`config.mk`:
```
export PLATFORM = sky130hd
export DESIGN_NAME = livw_device_flat
export DESIGN_NICKNAME = d
export VERILOG_FILES = /design/src/livw_pkg.sv /design/src/livw_if.sv /design/src/livw_device.sv /design/src/flat_wrapper.sv
export SDC_FILE = /design/constraint.sdc
export NUM_CORES = 1
export LEC_CHECK = 0
export ABC_AREA = 1
export BUFFER_PORTS_ARGS = -buffer_cell sky130_fd_sc_hd__buf_2
export CORE_MARGIN = 1.5
export CORE_UTILIZATION = 35
export CTS_BUF_LIST = sky130_fd_sc_hd__clkbuf_8
export DETAILED_ROUTE_END_ITERATION = 8
export GPL_TIMING_DRIVEN = 0
export PLACE_DENSITY = 0.55
export RECOVER_POWER = 100
export SLEW_MARGIN = 25
export SYNTH_ARGS = -nofsm -noshare
export SYNTH_HDL_FRONTEND = slang
export SYNTH_SLANG_ARGS = --single-unit
```
`constraint.sdc`:
```
create_clock -name clock -period 3 [get_ports clock]
set_input_delay 0.6 -clock clock [delete_from_list [all_inputs] [get_ports clock]]
set_output_delay 0.6 -clock clock [all_outputs]
set_load 0.05 [all_outputs]
```
`src/livw_pkg.sv`:
```
package livw_pkg;
  // software register map of the device end (word offsets)
  localparam logic [3:0] SPURIOUS_VECTOR_REG_ADDR      = 4'h0;
  localparam logic [3:0] TEST_CONTROL_REG_TWELVE_ADDR  = 4'h1;
  localparam logic [3:0] END_OF_IRQ_WRITE_ADDR         = 4'h2;
  localparam logic [3:0] STATUS_ADDR                   = 4'h3;
  localparam logic [3:0] IRQ_VECTOR_ADDR               = 4'h4;
  // software register map of the host end (word offsets)
  localparam logic [3:0] HOST_CTRL_ADDR                = 4'h0;
  localparam logic [3:0] HOST_STATUS_ADDR              = 4'h1;
  // field positions
  localparam int         SVR_ENABLE_BIT                = 8;
  localparam int         TEST_CONTROL_REG_TWELVE_DISABLE_BIT              = 4;
  // reset values
  localparam logic [8:0] SPURIOUS_VECTOR_RESET         = 9'h0FF;
  localparam logic [7:0] VECTOR_RESET                  = 8'h20;
  // timing counts (cycles)
  localparam int         WRITE_BUS_CYCLES              = 2;
  localparam int         ACK_DATA_CYCLES               = 2;
  localparam int         HOLD_GUARD_CYCLES             = 4;
  // acknowledge sequencer states (gray along the path)
  typedef enum logic [1:0] {
    LIVW_ACK_IDLE  = 2'b00,
    LIVW_ACK_FIRST = 2'b01,
    LIVW_ACK_SECND = 2'b11,
    LIVW_ACK_WAIT  = 2'b10
  } livw_ack_t;
endpackage

```
`src/livw_if.sv`:
```
`timescale 1ns/1ns
interface livw_if;
  logic       externalIrqRequest;
  logic       busHoldRequest;
  logic       busBackoff;
  logic       busHoldAcknowledge;
  logic       irqAcknowledgeCycle;
  logic       burstDataReady;
  logic [7:0] ackVector;
  logic       lapicWriteActive;
  logic [3:0] lapicAddress;
  logic       localIrqCtrlEnableStrap;
  logic       redundancyMasterCheckerStrap;
  logic       outputsEnable;
  modport device (
    input  externalIrqRequest, busHoldRequest, busBackoff, burstDataReady, ackVector,
    input  localIrqCtrlEnableStrap, redundancyMasterCheckerStrap,
    output busHoldAcknowledge, irqAcknowledgeCycle, lapicWriteActive, lapicAddress, outputsEnable
  );
  modport host (
    output externalIrqRequest, busHoldRequest, busBackoff, burstDataReady, ackVector,
    output localIrqCtrlEnableStrap, redundancyMasterCheckerStrap,
    input  busHoldAcknowledge, irqAcknowledgeCycle, lapicWriteActive, lapicAddress, outputsEnable
  );
endinterface

```
`src/livw_device.sv`:
```
`timescale 1ns/1ns
module livw_device
  import livw_pkg::*;
(
  // clock and reset
  input  wire logic       clock,
  input  wire logic       arst_n,
  // link to the system
  livw_if.device          link,
  // software register port
  input  wire logic [3:0] regAddr,
  input  wire logic [8:0] regWrData,
  input  wire logic       regWrite,
  input  wire logic       regRead,
  output logic      [8:0] regRdData,
  // interrupt delivery to the core
  output logic            coreIrq,
  output logic      [7:0] coreVector,
  input  wire logic       coreIrqTaken
);
  import livw_pkg::*;

  logic [8:0] spuriousVector_r;
  logic       tr12Disable_r;
  logic       strapEnable_r;
  logic       floatOutputs_r;
  logic       warmLatch_r;
  logic       inReset_r;
  logic       ctrlEnabled;
  logic       inService_r;
  logic [7:0] vector_r;
  livw_ack_t  ackState_r;
  logic       writeBusy_r;
  logic [1:0] writeCnt_r;
  logic [3:0] writeAddr_r;
  logic       restartPending_r;
  logic       holdAck_r;
  logic       ackPending;

  // straps are taken in the first clocked cycle after reset release
  always_ff @(posedge clock or negedge arst_n) begin
    if (!arst_n) begin
      inReset_r      <= 1'b1;
      strapEnable_r  <= 1'b0;
      floatOutputs_r <= 1'b0;
    end else if (inReset_r) begin
      inReset_r      <= 1'b0;
      strapEnable_r  <= link.localIrqCtrlEnableStrap;
      floatOutputs_r <= !link.redundancyMasterCheckerStrap;  // active low, ignored later
    end
  end

  // test register disable: stays off until warm reset once it was set
  always_ff @(posedge clock or negedge arst_n) begin
    if (!arst_n) begin
      tr12Disable_r <= 1'b0;
      warmLatch_r   <= 1'b0;
    end else if (regWrite && regAddr == TEST_CONTROL_REG_TWELVE_ADDR) begin
      tr12Disable_r <= regWrData[TEST_CONTROL_REG_TWELVE_DISABLE_BIT];
      if (regWrData[TEST_CONTROL_REG_TWELVE_DISABLE_BIT])
        warmLatch_r <= 1'b1;
    end
  end

  // spurious vector register
  always_ff @(posedge clock or negedge arst_n) begin
    if (!arst_n)
      spuriousVector_r <= SPURIOUS_VECTOR_RESET;
    else if (regWrite && regAddr == SPURIOUS_VECTOR_REG_ADDR)
      spuriousVector_r <= regWrData;
  end

  // overall enable
  assign ctrlEnabled = strapEnable_r && !warmLatch_r && !tr12Disable_r
                     && spuriousVector_r[SVR_ENABLE_BIT];

  // register write runs internally while its address shows on the bus
  always_ff @(posedge clock or negedge arst_n) begin
    if (!arst_n) begin
      writeBusy_r      <= 1'b0;
      writeCnt_r       <= 2'h0;
      writeAddr_r      <= 4'h0;
      restartPending_r <= 1'b0;
    end else begin
      if (regWrite && !writeBusy_r) begin
        writeBusy_r <= 1'b1;
        writeCnt_r  <= 2'(WRITE_BUS_CYCLES - 1);
        writeAddr_r <= regAddr;
      end else if (writeBusy_r) begin
        if (link.busHoldRequest || link.busBackoff)
          restartPending_r <= 1'b1;                          // write still completes
        if (writeCnt_r == 2'h0)
          writeBusy_r <= 1'b0;
        else
          writeCnt_r <= writeCnt_r - 2'h1;
      end else if (restartPending_r && !link.busHoldRequest && !holdAck_r && !link.busBackoff) begin
        restartPending_r <= 1'b0;                            // restart after hold and backoff released
        writeBusy_r      <= 1'b1;
        writeCnt_r       <= 2'(WRITE_BUS_CYCLES - 1);
      end
    end
  end

  // hold acknowledge, granted once no internal write is on the bus
  always_ff @(posedge clock or negedge arst_n) begin
    if (!arst_n)
      holdAck_r <= 1'b0;
    else if (!link.busHoldRequest)
      holdAck_r <= 1'b0;
    else if (!writeBusy_r)
      holdAck_r <= 1'b1;
  end

  // level request: pending only while the pin is high now
  assign ackPending = link.externalIrqRequest && ctrlEnabled;

  // two acknowledge cycles per request, then one wait cycle and back to idle
  always_ff @(posedge clock or negedge arst_n) begin
    if (!arst_n) begin
      ackState_r <= LIVW_ACK_IDLE;
      vector_r   <= VECTOR_RESET;
    end else begin
      unique case (ackState_r)
        LIVW_ACK_IDLE:
          if (ackPending && !holdAck_r && !link.busHoldRequest && !link.busBackoff && !inService_r)
            ackState_r <= LIVW_ACK_FIRST;
        LIVW_ACK_FIRST:
          if (link.burstDataReady)
            ackState_r <= LIVW_ACK_SECND;
        LIVW_ACK_SECND:
          if (link.burstDataReady) begin
            vector_r   <= link.ackVector;
            ackState_r <= LIVW_ACK_WAIT;                     // last data-ready ends it
          end
        LIVW_ACK_WAIT:
          ackState_r <= LIVW_ACK_IDLE;
      endcase
    end
  end

  // in-service tracking: blocks every new request until end of irq
  always_ff @(posedge clock or negedge arst_n) begin
    if (!arst_n) begin
      inService_r   <= 1'b0;
    end else if (ackState_r == LIVW_ACK_WAIT) begin
      inService_r   <= 1'b1;                                 // set wins over a same-cycle end-of-irq
    end else if (regWrite && regAddr == END_OF_IRQ_WRITE_ADDR) begin
      inService_r   <= 1'b0;
    end
  end

  // core delivery: set with the vector in the wait state, cleared when core takes it
  always_ff @(posedge clock or negedge arst_n) begin
    if (!arst_n) begin
      coreIrq    <= 1'b0;
      coreVector <= VECTOR_RESET;
    end else if (ackState_r == LIVW_ACK_WAIT) begin
      coreIrq    <= 1'b1;
      coreVector <= vector_r;
    end else if (coreIrqTaken) begin
      coreIrq    <= 1'b0;
    end
  end

  // read data, one cycle after the strobe
  always_ff @(posedge clock or negedge arst_n) begin
    if (!arst_n)
      regRdData <= 9'h000;
    else if (regRead) begin
      unique case (regAddr)
        SPURIOUS_VECTOR_REG_ADDR:     regRdData <= spuriousVector_r;
        TEST_CONTROL_REG_TWELVE_ADDR: regRdData <= {4'h0, tr12Disable_r, 4'h0};
        STATUS_ADDR:                  regRdData <= {3'h0, restartPending_r, holdAck_r, inService_r,
                                                    warmLatch_r, strapEnable_r, ctrlEnabled};
        IRQ_VECTOR_ADDR:              regRdData <= {1'b0, vector_r};
        default:                      regRdData <= 9'h000;
      endcase
    end else
      regRdData <= 9'h000;
  end

  // link outputs, all released when the redundancy strap was active
  assign link.outputsEnable       = !floatOutputs_r;
  assign link.busHoldAcknowledge  = holdAck_r && !floatOutputs_r;
  assign link.irqAcknowledgeCycle = (ackState_r == LIVW_ACK_FIRST || ackState_r == LIVW_ACK_SECND)
                                    && !floatOutputs_r;
  assign link.lapicWriteActive    = writeBusy_r && !floatOutputs_r;
  assign link.lapicAddress        = floatOutputs_r ? 4'h0 : writeAddr_r;
endmodule

```
`src/flat_wrapper.sv`:
```
// flat-port wrapper written by rule: the top's interface ports become plain ports
module livw_device_flat import livw_pkg::*;
  (clock, arst_n, regAddr, regWrData, regWrite, regRead, regRdData, coreIrq, coreVector, coreIrqTaken, link_externalIrqRequest, link_busHoldRequest, link_busBackoff, link_burstDataReady, link_ackVector, link_localIrqCtrlEnableStrap, link_redundancyMasterCheckerStrap, link_busHoldAcknowledge, link_irqAcknowledgeCycle, link_lapicWriteActive, link_lapicAddress, link_outputsEnable);
  livw_if link_i ();
  input  wire logic clock;
  input  wire logic arst_n;
  input  wire logic [3:0] regAddr;
  input  wire logic [8:0] regWrData;
  input  wire logic regWrite;
  input  wire logic regRead;
  output logic      [8:0] regRdData;
  output logic coreIrq;
  output logic      [7:0] coreVector;
  input  wire logic coreIrqTaken;
  input wire logic [$bits(link_i.externalIrqRequest)-1:0] link_externalIrqRequest;
  input wire logic [$bits(link_i.busHoldRequest)-1:0] link_busHoldRequest;
  input wire logic [$bits(link_i.busBackoff)-1:0] link_busBackoff;
  input wire logic [$bits(link_i.burstDataReady)-1:0] link_burstDataReady;
  input wire logic [$bits(link_i.ackVector)-1:0] link_ackVector;
  input wire logic [$bits(link_i.localIrqCtrlEnableStrap)-1:0] link_localIrqCtrlEnableStrap;
  input wire logic [$bits(link_i.redundancyMasterCheckerStrap)-1:0] link_redundancyMasterCheckerStrap;
  output wire logic [$bits(link_i.busHoldAcknowledge)-1:0] link_busHoldAcknowledge;
  output wire logic [$bits(link_i.irqAcknowledgeCycle)-1:0] link_irqAcknowledgeCycle;
  output wire logic [$bits(link_i.lapicWriteActive)-1:0] link_lapicWriteActive;
  output wire logic [$bits(link_i.lapicAddress)-1:0] link_lapicAddress;
  output wire logic [$bits(link_i.outputsEnable)-1:0] link_outputsEnable;
  assign link_i.externalIrqRequest = link_externalIrqRequest;
  assign link_i.busHoldRequest = link_busHoldRequest;
  assign link_i.busBackoff = link_busBackoff;
  assign link_i.burstDataReady = link_burstDataReady;
  assign link_i.ackVector = link_ackVector;
  assign link_i.localIrqCtrlEnableStrap = link_localIrqCtrlEnableStrap;
  assign link_i.redundancyMasterCheckerStrap = link_redundancyMasterCheckerStrap;
  assign link_busHoldAcknowledge = link_i.busHoldAcknowledge;
  assign link_irqAcknowledgeCycle = link_i.irqAcknowledgeCycle;
  assign link_lapicWriteActive = link_i.lapicWriteActive;
  assign link_lapicAddress = link_i.lapicAddress;
  assign link_outputsEnable = link_i.outputsEnable;
  livw_device u_core (.clock(clock), .arst_n(arst_n), .link(link_i), .regAddr(regAddr), .regWrData(regWrData), .regWrite(regWrite), .regRead(regRead), .regRdData(regRdData), .coreIrq(coreIrq), .coreVector(coreVector), .coreIrqTaken(coreIrqTaken));
endmodule
```
==> flow_summary.ini <==
[sta]
timing.fmax_ghz = 0.478
setup_ws_ns = 0.909
whs_ns = 0.469
worstMarginPinSlew_ns = 1.28
slew_headroom_pct = 14.8
fin_skew_ns = 0.00826
min_period_ns = 2.09
tns_ns = 0
min_period_over_period_pct = 69.7
rsz0062_at_grt = no
report.final.slew_viol_count = 0
setup_viol = 0
hold_viol_final = 0

[synthesis]
netlist_area_um2 = 2310
synthMostInstantiatedCell = nand2_1
syn_area_per_cell_um2 = 8.75
synthAdderAreaFrac_pct = 0.541
synth-xor-area-share_pct = 0
ys_types = 22
yosys.area_share.simple_pct = 25.9
synth_nets = 297
muxShareOfSynthArea_pct = 3.41
synthArstFlopShare_pct = 100
synth_top_area_share_pct = 44.4
syn_inst = 264
synth_flop_cell = dfrtp_1
ys_ff_latch = 52
synth_compound_area_share_pct = 5.04
yosysSeqAreaShare_pct = 56.9
yosys_warnings = 0
synth_top_family_by_area = simple AND/OR/NAND/NOR gates
synth_top_cell_by_area = dfrtp_1
synth-edff-count = 0
synth.area.top_cells = dfrtp_1 (44%), dfstp_2 (13%), nand2_1 (10%)
synth_commonest_cells = nand2_1 (64), dfrtp_1 (41), nand3_1 (40)

[floorplan]
core_area_um2 = 6350
initial_utilization_pct = 36.4
die_w_um = 84.3
dieArea_um2 = 7100
num_rows = 29
io_pins = 58
die_y_um = 84.3

[pwr]
p_leak_uw = 0.00143
pwr_density_cell_nw_per_um2 = 604
vdd_drop_max_v = 0.000265

[placement]
dpl.hpwl_mm = 3.73
post_dp_cell_area_um2 = 2700
gp_congestion = 0.797
io_buffers = 57
post-place-ws_ns = 1.42

[worst_setup_path]
r2r_setup_slack_ns = 1.54
critPathTopFamily = buffers and inverters
cp-end-kind = output port
crit_path_frequent_cell = clkbuf_1
r2r-end = u_core.coreVector[4]
path_class = reg -> out
critPathLaunchType = register
r2r-start = u_core.ackState_r[0]
critPathMaxFanout = 9
path_cells = clkbuf_1 -> nor2_1 -> clkbuf_1
r2r_cells = 4
worstPathBufferInverterCount = 2
max_stage_delay_ns = 0.49
cp.required_ns = 2.40
arrival_ns = 1.49
slowest_stage = clkbuf_1
worstSetupPathDepth = 3

[final_layout]
final_cell_area_um2 = 2730
diodes = 0
area.sequential_um2 = 1320
area_growth_pct = 18.0
drive_above_1_share_pct = 18.8
fin_util_pct = 43.0
nFillCells = 665
multi_input_area_um2 = 785
layout.nets = 361

[clocking]
postCtsHoldBufs = 0
clock_sinks = 52
cts.repair.resized = 0
cts_root_buffer = clkbuf_8
cts.clk_slew.worst_paths_ns = 0.09
cts_max_level = 2
worstSkewPairLatency_ns = 0.30
cts_buffer_depth = 2
cts_tree = done
post_cts_buffers = 0
cts_inserted_buffers = 5

[route]
wl_per_cell_um = 12.2
viasPerCell = 4.57
drcViolationCount = 0
vias = 1856
ant_nets = 0
drt_iter0_markers = 93
drt-pass1-iter-count = 4
wirelength_mm = 4.96

[hold_path]
whs_path_depth = 2
hold_class = reg -> reg
worstHoldEndpoint = u_core.spuriousVector_r[7]
min_from = u_core.spuriousVector_r[7]

[run_status]
status = finished, final reports clean

[global_routing]
grt_pass1_wl_mm = 8.37
grt_pass1_vias = 1808
gr-total-overflow = 0
grt_start_max_net_pins = 53
grt_usage_pct = 14.8
antenna_found_initial = 0

[run]
drv_cap = 0
flip-flops by register name, indices dropped and copies added (netlist names), 2 cells and up:
name                     cells
u_core.coreVector            8
u_core.writeAddr_r           4
u_core.writeCnt_r            2
u_core.vector_r              8
u_core.ackState_r            2
u_core.spuriousVector_r      9
u_core.regRdData             9
how the worst max path moves through the flow:
stage                          start                    endpoint  slack [ns]
2_1_floorplan  u_core.floatOutputs_r     link_busHoldAcknowledge        1.21
3_3_place_gp                  arst_n        u_core.writeCnt_r[1]        1.36
3_5_place_dp              regAddr[2]  u_core.spuriousVector_r[8]        1.42
4_1_cts        u_core.floatOutputs_r        link_lapicAddress[3]        1.10
5_1_grt        u_core.floatOutputs_r        link_lapicAddress[1]        0.82
6_report       u_core.floatOutputs_r    link_irqAcknowledgeCycle        0.91
layout by cell type (no fill, tap or decap):
| master | netlist | layout |
|---|---|---|
| nor3_1 | 1 | 1 |
| buf_2 | 2 | 29 |
| clkbuf_2 | 0 | 1 |
| a31oi_1 | 1 | 1 |
| buf_6 | 1 | 1 |
| ha_1 | 1 | 1 |
| nor2_1 | 22 | 25 |
| dfstp_2 | 11 | 11 |
| a21oi_1 | 9 | 9 |
| nand2_2 | 2 | 1 |
| o21ai_0 | 13 | 13 |
| dfrtp_1 | 41 | 41 |
| clkinv_2 | 0 | 1 |
| nor2_4 | 4 | 1 |
| mux2_2 | 7 | 7 |
| nand3_1 | 40 | 40 |
| clkbuf_1 | 2 | 31 |
| buf_4 | 2 | 2 |
| nor2_2 | 1 | 1 |
| inv_1 | 37 | 37 |
| clkbuf_8 | 0 | 6 |
| nand4_1 | 1 | 1 |
| clkinv_1 | 0 | 1 |
| conb_1 | 1 | 1 |
| inv_6 | 0 | 1 |
| nand2_1 | 64 | 65 |
metrics by stage:
step	cells	power, uW
after global routing	406	1760
after CTS	406	1680
after global placement	398	1250
final	406	1650
after floorplan	264	1140
after detailed placement	398	1260
cell type report:
type | count | share of cell area [%]
clock inverter | 2 | 0.505
timing repair buffer | 57 | 9.17
tap | 77 | 3.53
buffer | 7 | 1.56
clock buffer | 6 | 3.03
inverter | 38 | 5.23
sequential | 52 | 48.2
multi-input combinational | 167 | 28.8
worst min-delay path: stages, from the launching register on:
cell     delay, ns
dfstp_2       0.38
nand2_1       0.05
nand2_1       0.04
per-layer routing:
metal / global-route usage [%] / vias up / share of wire [%]
li1: - / 958 / -
met1: 19.4 / 853 / 47
met4: 4.47 / 0 / 1.2
met2: 24.7 / 41 / 48
met5: 0 / - / 0
met3: 2.95 / 4 / 3.9
logic make-up after synthesis:
group / Yosys count
buf+inv: 45
fa+ha+maj: 1
other cells: 1
compound gates: 23
flops: 52
simple gates: 135
mux: 7
power by group:
group | total [uW] | internal (uW) | switching [uW] | leakage [uW]
logic | 367 | 104 | 264 | 0.000737
clock network | 416 | 189 | 227 | 0.0000516
registers | 864 | 804 | 60.0 | 0.000643
total | 1650 | 1100 | 550 | 0.00143
No activity file was read; power rests on OpenSTA's default activity.
